## src/cfglk_defines.vh

```
// constants for the lock, pump, pin mode and duty configuration registers
// assumes a serial frame of 16 bits, sampled on core_clk well above the serial clock
// Overview of operation
// lock level 0 set: charge pump enable and pin mode changes rejected
// controller clears lock level 0 before changing pump enable or pin mode
// soft reset leaves bits of a set lock unchanged, like restart
// lock level 1 freezes all lockable bits except pump enable and pin mode
// lock level 1 takes effect at the select low-to-high transition
// active lock level 1 unwritable, kept over soft reset, cleared at power-up
// pump frequency bits 7:5: 1.8/2.0/2.2/2.4MHz, 001 default, rest reserved; reset loads 010
// bit 4 selects low (0) or high (1) peak-current threshold
// spread bits 3:2: off, or 15.625/31.250/62.500kHz modulation
// reserved bit 1 and pin mode bits 7:3 read as zero
// pin mode 000-010 fault output, 011 timer high side, 100 off
// pin mode 101 wake input with 16us static filter
// pin mode 110 PWM low side, 111 PWM high side
// pin mode after restart or soft reset depends on previous mode
// wake-input pin is a default wake source in fail-safe mode
// duty zero keeps switch off, all ones keeps it on
// other duty values: on for value/255 of each period
// new duty value applies only after current period completes
// controller should program duty before selecting a PWM pin mode
// write to locked bits keeps them, unlocked bits still update
`ifndef CFGLK_DEFINES_VH
`define CFGLK_DEFINES_VH

// register addresses
`define CFGLK_ADDR_PUMP 7'h0F
`define CFGLK_ADDR_PIN 7'h17
`define CFGLK_ADDR_DUTY 7'h18

// reset values
`define CFGLK_PUMP_POR 8'h40
`define CFGLK_PIN_POR 3'h0
`define CFGLK_DUTY_POR 8'h00

// pump register fields
`define CFGLK_FREQ_HI 7
`define CFGLK_FREQ_LO 5
`define CFGLK_PEAK_BIT 4
`define CFGLK_SS_HI 3
`define CFGLK_SS_LO 2
`define CFGLK_RSVD_BIT 1
`define CFGLK_LOCK1_BIT 0
`define CFGLK_PUMP_WMASK 8'hFD

// pin modes and a reserved pump frequency code
`define CFGLK_PIN_TIMER_HS 3'h3
`define CFGLK_PIN_OFF 3'h4
`define CFGLK_PIN_WAKE 3'h5
`define CFGLK_PIN_PWM_LS 3'h6
`define CFGLK_PIN_PWM_HS 3'h7
`define CFGLK_FREQ_RSVD 3'h4

// duty extremes and period length
`define CFGLK_DUTY_OFF 8'h00
`define CFGLK_DUTY_ON 8'hFF
`define CFGLK_PWM_LAST 8'hFE

// serial frame
`define CFGLK_FRAME_BITS 5'h10
`define CFGLK_ADDR_BITS 5'h08
`define CFGLK_WR_BIT 7

// wake filter time
`define CFGLK_WAKE_FILT_NS 16000
`define CFGLK_CLK_PERIOD_NS 50

`endif

```

## src/cfglk_regs.v

```verilog
// lock, pump, pin mode and duty registers behind the serial port
// assumes serial pins are asynchronous and far slower than core_clk;
// lock level 0 and the charge pump enable live in a neighbouring register
`timescale 1ns/1ns
`include "cfglk_defines.vh"
module cfglk_regs #(
  parameter PWM_STEP_DIV = 16'd4,
  parameter WAKE_FILT_CYC = `CFGLK_WAKE_FILT_NS / `CFGLK_CLK_PERIOD_NS
) (
  // clock and reset (reset is power-up)
  input wire core_clk,
  input wire rst,
  // serial port
  input wire serial_clk,
  input wire serial_data_in,
  input wire serial_select_low,
  output reg serial_data_out_q,
  output wire serial_data_out_oe,
  // system events
  input wire soft_reset_req,
  input wire restart_req,
  input wire failsafe_mode,
  input wire cfg_lock0,
  // pin wake input
  input wire pin_level,
  // configuration outputs
  output wire [2:0] pump_switch_frequency,
  output wire supply_peak_threshold,
  output wire [1:0] spread_modulation_rate,
  output wire cfg_lock1,
  output wire charge_pump_enable_wr_ok,
  output wire [2:0] pin_mode,
  output wire [7:0] duty_value,
  // pin function outputs
  output wire fault_output_sel,
  output wire high_side_switch_on,
  output wire low_side_switch_on,
  output wire timer_hs_sel,
  output reg wake_event_q,
  output wire failsafe_wake_src
);

  // ==========================================
  // input synchronisers
  reg [2:0] sclk_sync_q;
  reg [1:0] sdi_sync_q;
  reg [2:0] csn_sync_q;
  reg [1:0] pin_sync_q;

  always @(posedge core_clk or posedge rst) begin
    if (rst) begin
      sclk_sync_q <= 3'h0;
      sdi_sync_q <= 2'h0;
      csn_sync_q <= 3'h7;
      pin_sync_q <= 2'h0;
    end else begin
      sclk_sync_q <= {sclk_sync_q[1:0], serial_clk};
      sdi_sync_q <= {sdi_sync_q[0], serial_data_in};
      csn_sync_q <= {csn_sync_q[1:0], serial_select_low};
      pin_sync_q <= {pin_sync_q[0], pin_level};
    end
  end

  wire sclk_rise = sclk_sync_q[1] & ~sclk_sync_q[2];
  wire sclk_fall = ~sclk_sync_q[1] & sclk_sync_q[2];
  wire sel_active = ~csn_sync_q[1];
  wire sel_release = csn_sync_q[1] & ~csn_sync_q[2];

  // ==========================================
  // register state
  reg [7:0] pump_q;
  reg [2:0] pin_q;
  reg [7:0] duty_q;

  // ==========================================
  // read mux, reserved bits as zero
  function [7:0] read_mux;
    input [6:0] addr;
    input [7:0] pump;
    input [2:0] pin;
    input [7:0] duty;
    begin
      case (addr)
        `CFGLK_ADDR_PUMP: read_mux = pump & `CFGLK_PUMP_WMASK;
        `CFGLK_ADDR_PIN: read_mux = {5'h00, pin};
        `CFGLK_ADDR_DUTY: read_mux = duty;
        default: read_mux = 8'h00;
      endcase
    end
  endfunction

  // pin mode kept on restart or soft reset; switch modes fall back to off, except on soft reset with cfg_lock0 set
  function [2:0] pin_keep;
    input [2:0] pin;
    begin
      case (pin)
        `CFGLK_PIN_TIMER_HS: pin_keep = `CFGLK_PIN_OFF;
        `CFGLK_PIN_PWM_LS: pin_keep = `CFGLK_PIN_OFF;
        `CFGLK_PIN_PWM_HS: pin_keep = `CFGLK_PIN_OFF;
        default: pin_keep = pin;
      endcase
    end
  endfunction

  // ==========================================
  // serial frame: addr[6:0], write flag, data[7:0], lsb first
  reg [4:0] bit_cnt_q;
  reg [15:0] shift_in_q;
  reg [7:0] shift_out_q;

  always @(posedge core_clk or posedge rst) begin
    if (rst) begin
      bit_cnt_q <= 5'h00;
      shift_in_q <= 16'h0000;
    end else if (!sel_active) begin
      bit_cnt_q <= 5'h00;
    end else if (sclk_rise) begin
      shift_in_q <= {sdi_sync_q[1], shift_in_q[15:1]};
      // counts one past a full frame so longer frames never commit
      if (bit_cnt_q <= `CFGLK_FRAME_BITS) begin
        bit_cnt_q <= bit_cnt_q + 5'h01;
      end
    end
  end

  // address is complete once eight bits are in
  wire [6:0] frame_addr = shift_in_q[14:8];
  wire addr_done = sel_active & (bit_cnt_q == `CFGLK_ADDR_BITS);

  reg addr_done_q;
  always @(posedge core_clk or posedge rst) begin
    if (rst) begin
      addr_done_q <= 1'b0;
      shift_out_q <= 8'h00;
      serial_data_out_q <= 1'b0;
    end else begin
      addr_done_q <= addr_done;
      if (addr_done & ~addr_done_q) begin
        shift_out_q <= read_mux(frame_addr, pump_q, pin_q, duty_q);
      end else if (sclk_fall && bit_cnt_q > `CFGLK_ADDR_BITS) begin
        shift_out_q <= {1'b0, shift_out_q[7:1]};
      end
      serial_data_out_q <= shift_out_q[0];
    end
  end

  assign serial_data_out_oe = sel_active;

  // ==========================================
  // commit at select release
  wire commit = sel_release & (bit_cnt_q == `CFGLK_FRAME_BITS) &
    shift_in_q[`CFGLK_WR_BIT];
  wire [6:0] wr_addr = shift_in_q[6:0];
  wire [7:0] wr_data = shift_in_q[15:8];
  wire lock1_active = pump_q[`CFGLK_LOCK1_BIT];

  // pump register, restart wins over soft reset
  reg [7:0] pump_d;
  always @* begin
    pump_d = pump_q;
    if (restart_req) begin
      pump_d = pump_q & `CFGLK_PUMP_WMASK;
    end else if (soft_reset_req) begin
      if (!lock1_active) begin
        pump_d = `CFGLK_PUMP_POR;
      end else begin
        pump_d = pump_q & `CFGLK_PUMP_WMASK;
      end
    end else if (commit && wr_addr == `CFGLK_ADDR_PUMP && !lock1_active) begin
      pump_d = wr_data & `CFGLK_PUMP_WMASK;
    end
  end

  always @(posedge core_clk or posedge rst) begin
    if (rst) begin
      pump_q <= `CFGLK_PUMP_POR;
    end else begin
      pump_q <= pump_d;
    end
  end

  // pin mode register; next value also feeds the registered decodes
  reg [2:0] pin_d;
  always @* begin
    pin_d = pin_q;
    if (restart_req) begin
      pin_d = pin_keep(pin_q);
    end else if (soft_reset_req) begin
      if (!cfg_lock0) begin
        pin_d = pin_keep(pin_q);
      end
    end else if (commit && wr_addr == `CFGLK_ADDR_PIN && !cfg_lock0) begin
      pin_d = wr_data[2:0];
    end
  end

  always @(posedge core_clk or posedge rst) begin
    if (rst) begin
      pin_q <= `CFGLK_PIN_POR;
    end else begin
      pin_q <= pin_d;
    end
  end

  // duty register, kept on restart
  always @(posedge core_clk or posedge rst) begin
    if (rst) begin
      duty_q <= `CFGLK_DUTY_POR;
    end else if (soft_reset_req && !restart_req) begin
      duty_q <= `CFGLK_DUTY_POR;
    end else if (commit && wr_addr == `CFGLK_ADDR_DUTY) begin
      duty_q <= wr_data;
    end
  end

  // ==========================================
  // field outputs
  assign pump_switch_frequency = pump_q[`CFGLK_FREQ_HI:`CFGLK_FREQ_LO];
  assign supply_peak_threshold = pump_q[`CFGLK_PEAK_BIT];
  assign spread_modulation_rate = pump_q[`CFGLK_SS_HI:`CFGLK_SS_LO];
  assign cfg_lock1 = lock1_active;
  assign charge_pump_enable_wr_ok = ~cfg_lock0;
  assign pin_mode = pin_q;
  assign duty_value = duty_q;

  // ==========================================
  // pin function decode
  wire wake_sel = (pin_q == `CFGLK_PIN_WAKE);

  // ==========================================
  // pwm step divider and generator
  reg [15:0] div_q;
  wire step_en = (div_q == 16'h0000);
  always @(posedge core_clk or posedge rst) begin
    if (rst) begin
      div_q <= 16'h0000;
    end else if (step_en) begin
      div_q <= PWM_STEP_DIV - 16'd1;
    end else begin
      div_q <= div_q - 16'h0001;
    end
  end

  wire pwm_on;
  cfglk_pwm u_pwm (
    .core_clk(core_clk),
    .rst(rst),
    .step_en(step_en),
    .duty_value(duty_q),
    .switch_on_q(pwm_on)
  );

  // switch and decode outputs registered from the next pin mode
  reg fault_sel_q;
  reg timer_sel_q;
  reg fs_wake_q;
  reg ls_on_q;
  reg hs_on_q;
  always @(posedge core_clk or posedge rst) begin
    if (rst) begin
      fault_sel_q <= 1'b1;
      timer_sel_q <= 1'b0;
      fs_wake_q <= 1'b0;
      ls_on_q <= 1'b0;
      hs_on_q <= 1'b0;
    end else begin
      fault_sel_q <= (pin_d < `CFGLK_PIN_TIMER_HS);
      timer_sel_q <= (pin_d == `CFGLK_PIN_TIMER_HS);
      fs_wake_q <= (pin_d == `CFGLK_PIN_WAKE) & failsafe_mode;
      ls_on_q <= (pin_d == `CFGLK_PIN_PWM_LS) & pwm_on;
      hs_on_q <= (pin_d == `CFGLK_PIN_PWM_HS) & pwm_on;
    end
  end

  assign fault_output_sel = fault_sel_q;
  assign timer_hs_sel = timer_sel_q;
  assign failsafe_wake_src = fs_wake_q;
  assign low_side_switch_on = ls_on_q;
  assign high_side_switch_on = hs_on_q;

  // ==========================================
  // wake static filter
  reg [15:0] filt_q;
  reg pin_stable_q;
  always @(posedge core_clk or posedge rst) begin
    if (rst) begin
      filt_q <= 16'h0000;
      pin_stable_q <= 1'b0;
      wake_event_q <= 1'b0;
    end else begin
      wake_event_q <= 1'b0;
      if (!wake_sel || pin_sync_q[1] == pin_stable_q) begin
        filt_q <= 16'h0000;
      end else if (filt_q == WAKE_FILT_CYC[15:0] - 16'h0001) begin
        filt_q <= 16'h0000;
        pin_stable_q <= pin_sync_q[1];
        wake_event_q <= 1'b1;
      end else begin
        filt_q <= filt_q + 16'h0001;
      end
    end
  end
endmodule

```

## src/cfglk_pwm.v

```verilog
// pwm generator for the multipurpose pin switch
// assumes a one-cycle step enable from the parent divider
`timescale 1ns/1ns
module cfglk_pwm (
  // clock and reset
  input wire core_clk,
  input wire rst,
  // control
  input wire step_en,
  input wire [7:0] duty_value,
  // output
  output reg switch_on_q
);
  `include "cfglk_defines.vh"

  reg [7:0] phase_q;
  reg [7:0] duty_act_q;

  // ==========================================
  // period counter and duty latch
  always @(posedge core_clk or posedge rst) begin
    if (rst) begin
      phase_q <= 8'h00;
      duty_act_q <= `CFGLK_DUTY_POR;
    end else if (step_en) begin
      if (phase_q == `CFGLK_PWM_LAST) begin
        phase_q <= 8'h00;
        duty_act_q <= duty_value;
      end else begin
        phase_q <= phase_q + 8'h01;
      end
    end
  end

  // ==========================================
  // switch output, 255 steps per period
  always @(posedge core_clk or posedge rst) begin
    if (rst) begin
      switch_on_q <= 1'b0;
    end else if (duty_act_q == `CFGLK_DUTY_OFF) begin
      switch_on_q <= 1'b0;
    end else if (duty_act_q == `CFGLK_DUTY_ON) begin
      switch_on_q <= 1'b1;
    end else begin
      switch_on_q <= (phase_q < duty_act_q);
    end
  end
endmodule

```

## config.mk

```make
export PLATFORM = sky130hd
export DESIGN_NAME = cfglk_regs
export DESIGN_NICKNAME = d
export VERILOG_FILES = /design/src/cfglk_regs.v /design/src/cfglk_pwm.v
export VERILOG_INCLUDE_DIRS = /design/src /design/src/src
export SDC_FILE = /design/constraint.sdc
export NUM_CORES = 1
export LEC_CHECK = 0
export BUFFER_PORTS_ARGS = -buffer_cell sky130_fd_sc_hd__buf_2
export CAP_MARGIN = 40
export CORE_ASPECT_RATIO = 0.75
export CORE_MARGIN = 2
export CORE_UTILIZATION = 25
export CTS_BUF_LIST = sky130_fd_sc_hd__clkbuf_16
export DETAILED_ROUTE_END_ITERATION = 8
export MAX_ROUTING_LAYER = met4
export PLACE_DENSITY = 0.48
export SYNTH_ARGS = -nofsm -noshare
export SYNTH_HDL_FRONTEND = slang
export SYNTH_HIERARCHICAL = 1
export SYNTH_SLANG_ARGS = --single-unit
```

## constraint.sdc

```tcl
create_clock -name core_clk -period 3 [get_ports core_clk]
set_input_delay 0.15 -clock core_clk [delete_from_list [all_inputs] [get_ports core_clk]]
set_output_delay 0.15 -clock core_clk [all_outputs]
set_load 0.01 [all_outputs]
```

==> results of run 1 <==
[logic make-up (layout without fill, tap and decap cells)]
kind of cell | Yosys count | in the layout
buffers and inverters | 39 | 109
multiplexers | 51 | 51
AND/OR/NAND/NOR | 160 | 160
AO/OA/AOI/OAI | 64 | 64
adder cells (fa/ha/maj) | 14 | 14
XOR/XNOR | 26 | 26
flip-flops | 115 | 115
[cell type report]
cell class                      instances  area, um2
Clock buffer                           17        425
Clock inverter                         15        151
Fill cell                            2161      14400
Inverter                               28        108
Multi-Input combinational cell        315       2260
Sequential cell                       115       2880
Tap cell                              288        360
Timing Repair Buffer                   49        310
[Yosys cell counts (all sizes together) (2+ instances only)]
| cell | number | area [um2] |
|---|---|---|
| a21o | 2 | 15.0 |
| a21oi | 18 | 93.8 |
| a222oi | 2 | 20.0 |
| a22o | 10 | 87.6 |
| a22oi | 7 | 52.6 |
| and2 | 2 | 12.5 |
| and3 | 9 | 62.6 |
| and4 | 4 | 38.8 |
| buf | 5 | 25.0 |
| clkbuf | 6 | 22.5 |
| dfrtp | 110 | 2750 |
| dfstp | 5 | 131 |
| ha | 14 | 175 |
| inv | 28 | 105 |
| mux2 | 27 | 304 |
| mux2i | 24 | 240 |
| nand2 | 18 | 67.6 |
| nand2b | 6 | 37.5 |
| nand3 | 16 | 92.6 |
| nand4 | 12 | 75.1 |
| nor2 | 57 | 230 |
| nor2b | 5 | 31.3 |
| nor3 | 9 | 45.0 |
| nor3b | 4 | 40.0 |
| nor4 | 6 | 37.5 |
| nor4b | 5 | 58.8 |
| o21ai | 12 | 60.1 |
| o22ai | 2 | 12.5 |
| o31ai | 4 | 30.0 |
| or3 | 3 | 18.8 |
| or4 | 2 | 15.0 |
| xnor2 | 12 | 105 |
| xor2 | 14 | 123 |
[timing repair]
item | in CTS | in global routing
buffers inserted | 0 | 0
hold buffers | 5 | 0
hold endpoints to repair | 46 | 0
setup endpoints to repair | 0 | 0
[routing by layer]
| metal | track usage [%] | part of all wire, % | up-vias |
|---|---|---|---|
| met5 | - | 0 | - |
| met4 | 4.40 | 1.6 | 0 |
| met3 | 3.55 | 3.6 | 16 |
| met2 | 17.0 | 45 | 60 |
| met1 | 15.7 | 50 | 1839 |
| li1 | - | - | 1779 |
[worst paths after layout]
kind | start | end | depth (start not counted)
min | failsafe_mode | failsafe_wake_src$_DFF_PP0_ | 2
min reg2reg | sdi_sync_q[0]$_DFF_PP0_ | sdi_sync_q[1]$_DFF_PP0_ | 0
max in group asynchronous | rst | csn_sync_q[1]$_DFF_PP1_ | 4
max | div_q[12]$_DFF_PP0_ | u_pwm/duty_act_q[5]$_DFFE_PP0P_ | 6
min in group asynchronous | rst | div_q[13]$_DFF_PP0_ | 3
max reg2reg | div_q[12]$_DFF_PP0_ | u_pwm/duty_act_q[5]$_DFFE_PP0P_ | 6
[state kept, by name (all words and copies together), names as in the netlist, 3 cells and up]
name and flops:
bit_cnt_q 5, csn_sync_q 3, div_q 16, duty_value 8, filt_q 16, pin_mode 3, pump_q 7, sclk_sync_q 3
shift_in_q 16, shift_out_q 8, u_pwm/duty_act_q 8, u_pwm/phase_q 8
[cell usage in the layout, fill, tap and decap left out, types with 6 or more instances in the layout]
master / synthesis / final
a21oi_1: 17 / 17
a22o_1: 10 / 10
a22oi_1: 7 / 7
and3_1: 7 / 7
buf_2: 2 / 36
buf_4: 1 / 7
clkbuf_16: 0 / 17
dfrtp_1: 110 / 110
ha_1: 14 / 14
inv_1: 28 / 31
mux2_2: 26 / 26
mux2i_1: 24 / 24
nand2_1: 18 / 18
nand2b_1: 6 / 6
nand3_1: 15 / 15
nand4_1: 12 / 12
nor2_1: 56 / 56
nor3_1: 9 / 9
nor4_1: 6 / 6
o21ai_0: 12 / 12
xnor2_1: 12 / 12
xor2_1: 14 / 14
[critical path, delay by kind of cell (launching register included)]
kind	cells	cell delay, ps
flip-flops	1	400
multiplexers	1	360
AND/OR/NAND/NOR	5	1500
[per-stage QoR]
step	setup WS, ps	total power, uW	cells
floorplan	296	1850	469
global placement	656	1930	789
detailed placement	626	1940	790
CTS	606	3940	827
global route	464	4060	827
finish	617	3880	827
[report_power, final]
part	internal (uW)	switching (uW)	leakage, uW
combinational	92.9	101	0.00113
sequential	1620	102	0.00154
clock	1280	692	0.000291
total	2990	895	0.00295
==> results.cfg, run 1 <==
[grt]
grt_overflow = 0
grt_max_degree = 62
grt_pass1_vias = 3792
globalRouteTotalUtil_pct = 11.8
grt_pass1_wl_um = 19700
antenna_found_initial = 0

[place]
place.port_buffers = 36
placedInstanceArea_um2 = 5870
place.gp.congestion = 0.753
dp_hpwl_um = 8450

[worst_setup_path]
cp_max_fo = 8
start_kind = flip-flop
critPathKind = reg -> reg
slowest_stage = or4_1
crit_required_ps = 3290
path_cells = or4_1 > nor2_1 > and3_1 > nand2_1 > nor2_8 > mux2_2
max_stage_delay_ps = 600
critPathCaptureType = flip-flop
arrival_ps = 2670
r2r_slack_ps = 620

[sta]
hold_viol = 0
slew_viol_final = 0
fmax_mhz = 420
hold_slack_ps = 50.5
min_period_over_period_pct = 79.4
worst_slew_margin_rel_pct = 45.0
finalCriticalPeriod_ps = 2380
tns_ps = 0
finClkSkew_ps = 10.2
grt_setup_unrepaired = false
setup_violations = 0
worstMarginPinSlew_ps = 819

[logic_synthesis]
synthSimpleGateAreaFrac_pct = 16.7
synthesis.instances = 469
netlist_area_um2 = 5300
yosysUniqueCellTypes = 55
synth_top_family_by_area = simple AND/OR/NAND/NOR gates
muxShareOfSynthArea_pct = 10.3
synth_compound_area_share_pct = 8.10
ys.flop_type = dfrtp_1
async_reset_ff_share_pct = 100
syn_nets = 493
synth-adder-area-share_pct = 3.31
ys_ff_latch = 115
synthXorXnorAreaFrac_pct = 4.30
synth-edff-count = 0
ys.warnings.count = 6
avgSynthCellArea_um2 = 11.3
yosysSeqAreaShare_pct = 54.4

[final_layout]
final_area_um2 = 6500
drive_gt1_share_pct = 21.2
fin_nets = 550
diodes = 0
area_delta_synth_final_pct = 22.7
final_util_pct = 31.0

[power]
powerDensity_nw_per_um2 = 598
vdd_ir_drop_max_v = 0.000367
p_leak_uw = 0.00295

[clock_network]
cts_tree = done
clockRootBuffer = clkbuf_16
cts.clk_slew.worst_paths_ps = 50
clock_sinks = 115
numCtsBuffers = 17
clkLatencyLatePin_ps = 410
cts_resized = 0
htreeDepth = 4
cts_max_path_buffers = 2

[route]
wl_um = 11700
drtIter0Drc = 180
ant_nets = 0
via_per_inst = 4.47
avgRoutedWirePerCell_um = 14.2
num_vias = 3694
drt_pre_antenna_iters = 5
drc = 0

[floorplanning]
fp-row-count = 46
core_area_um2 = 21000
io_pins = 37
die_h_um = 130
start_util_pct = 25.3
die_x_um = 172
fp.dieArea_um2 = 22400

[status]
status = finished, final reports clean

[flow_run]
drv_cap = 0

[min_path]
hold_path_class = in -> reg
No activity file was read; power rests on OpenSTA's default activity.
==> run 2, diff against run 1 <==
clock period = 2.4 ns   (was 3 ns; I/O delays follow)
==> results.cfg, run 2 (synthesis results as in run 1) <==
[sta]
finClkSkew_ps = 9.46
worst_slew_margin_rel_pct = 52.3
tns_ps = 0
worstMarginPinSlew_ps = 710
slew_viol_final = 0
grt_setup_unrepaired = false
layout_setup_ws_ps = 128
hold_viol = 0
finalCriticalPeriod_ps = 2270
hold_slack_ps = 185
min_period_over_period_pct = 94.6
setup_violations = 0
fmax_mhz = 440

[final_layout]
diodes = 0
top_regs = div_q x16, filt_q x16, shift_in_q x16
drive_gt1_share_pct = 23.5
final_area_um2 = 6570
fin_nets = 559
layout_common_cells = 110 x dfrtp_1, 56 x nor2_1, 36 x buf_2, 28 x inv_1, 26 x mux2_2
area_delta_synth_final_pct = 24.0
final_common_cell = dfrtp_1

[worst_setup_path]
cp_max_fo = 6
critPathKind = reg -> reg
arrival_ps = 2570
critPathCaptureType = flip-flop
crit_required_ps = 2700
start_kind = flip-flop

[floorplanning]
start_util_pct = 25.3
fp-row-count = 46
fp.dieArea_um2 = 22400
die_x_um = 172
die_h_um = 130
core_area_um2 = 21000
io_pins = 37

[place]
dp_hpwl_um = 8390
placedInstanceArea_um2 = 5920
place.gp.congestion = 0.768
place.port_buffers = 36
dp_slack_ps = 84.5

[grt]
grt_overflow = 0
grt_pass1_wl_um = 19800
grt_max_degree = 39
globalRouteTotalUtil_pct = 11.8
grt_pass1_vias = 3859
antenna_found_initial = 0

[route]
drc = 0
num_vias = 3749
drtIter0Drc = 201
avgRoutedWirePerCell_um = 13.9
drt_pre_antenna_iters = 5
wl_um = 11600
ant_nets = 0
via_per_inst = 4.48

[clock_network]
cts_tree = done
numCtsBuffers = 17
clockRootBuffer = clkbuf_16
htreeDepth = 4
cts.clk_slew.worst_paths_ps = 60
clkLatencyLatePin_ps = 420
clock_sinks = 115
cts_max_path_buffers = 2

[min_path]
hold_path_class = in -> reg

[power]
vdd_ir_drop_max_v = 0.000344
powerDensity_nw_per_um2 = 735
p_leak_uw = 0.00297

[status]
status = finished, final reports clean

[flow_run]
drv_cap = 0
run 2: cell count changes in the layout (fill, tap and decap cells not counted), sizes merged:
cell | before | now
dlygate4sd3 | 5 | 6
buf | 44 | 52
clkinv | 5 | 3
inv | 32 | 37
bufinv | 3 | 1
clkinvlp | 3 | 2
run 2: power by group:
part / internal (uW) / switching [uW]
registers: 2020 / 134
logic: 122 / 127
clock network: 1450 / 982
run 2: repair_timing:
action	CTS	global route
hold endpoints to repair	39	0
endpoints found under the setup margin	0	5
hold buffers	6	0
setup buffers	0	1
resized for setup	0	4
run 2: final timing paths:
kind                                                from                     endpoint  slack [ps]  depth (start not counted)
worst min-delay path                         restart_req    duty_value[0]$_DFFE_PP0P_         190                          4
worst max register to register  bit_cnt_q[0]$_DFFE_PP0P_  failsafe_wake_src$_DFF_PP0_         130                          8
min in group asynchronous                            rst           div_q[5]$_DFF_PP0_         300                          3
max in group asynchronous                            rst      csn_sync_q[1]$_DFF_PP1_        1390                          4
worst min register to register   pin_sync_q[0]$_DFF_PP0_      pin_sync_q[1]$_DFF_PP0_         350                          0
worst max-delay path            bit_cnt_q[0]$_DFFE_PP0P_  failsafe_wake_src$_DFF_PP0_         130                          8
run 2: final cells by class:
class / instances / area (um2)
Fill cell: 2158 / 14400
Inverter: 28 / 109
Timing Repair Buffer: 58 / 373
Sequential cell: 115 / 2880
Clock inverter: 15 / 144
Multi-Input combinational cell: 315 / 2280
Tap cell: 288 / 360
Clock buffer: 17 / 425
run 2: layer usage:
layer  global-route usage, %  part of all wire [%]  vias to the layer above
met4                    4.60                   1.4                        0
li1                        -                     -                     1813
met3                    2.94                   4.0                       12
met5                       -                     0                        -
met2                    18.2                    47                       57
met1                    15.0                    48                     1867
run 2: stage by stage:
| step | power, uW | utilization [%] | cells |
|---|---|---|---|
| 5_1_grt | 5040 | 31.4 | 836 |
| 4_1_cts | 4900 | 31.3 | 835 |
| 6_report | 4830 | 31.4 | 836 |
| 2_1_floorplan | 2320 | - | 469 |
| 3_3_place_gp | 2420 | 28.3 | 797 |
| 3_5_place_dp | 2430 | 28.3 | 797 |
run 2: worst max-delay path, stage by stage (launching register included):
cell and delay, ps:
dfrtp_1 410, inv_1 70, ha_1 160, or3b_4 400, nor4b_4 270, buf_4 170
a21oi_2 50, or3_4 410, and4_1 210
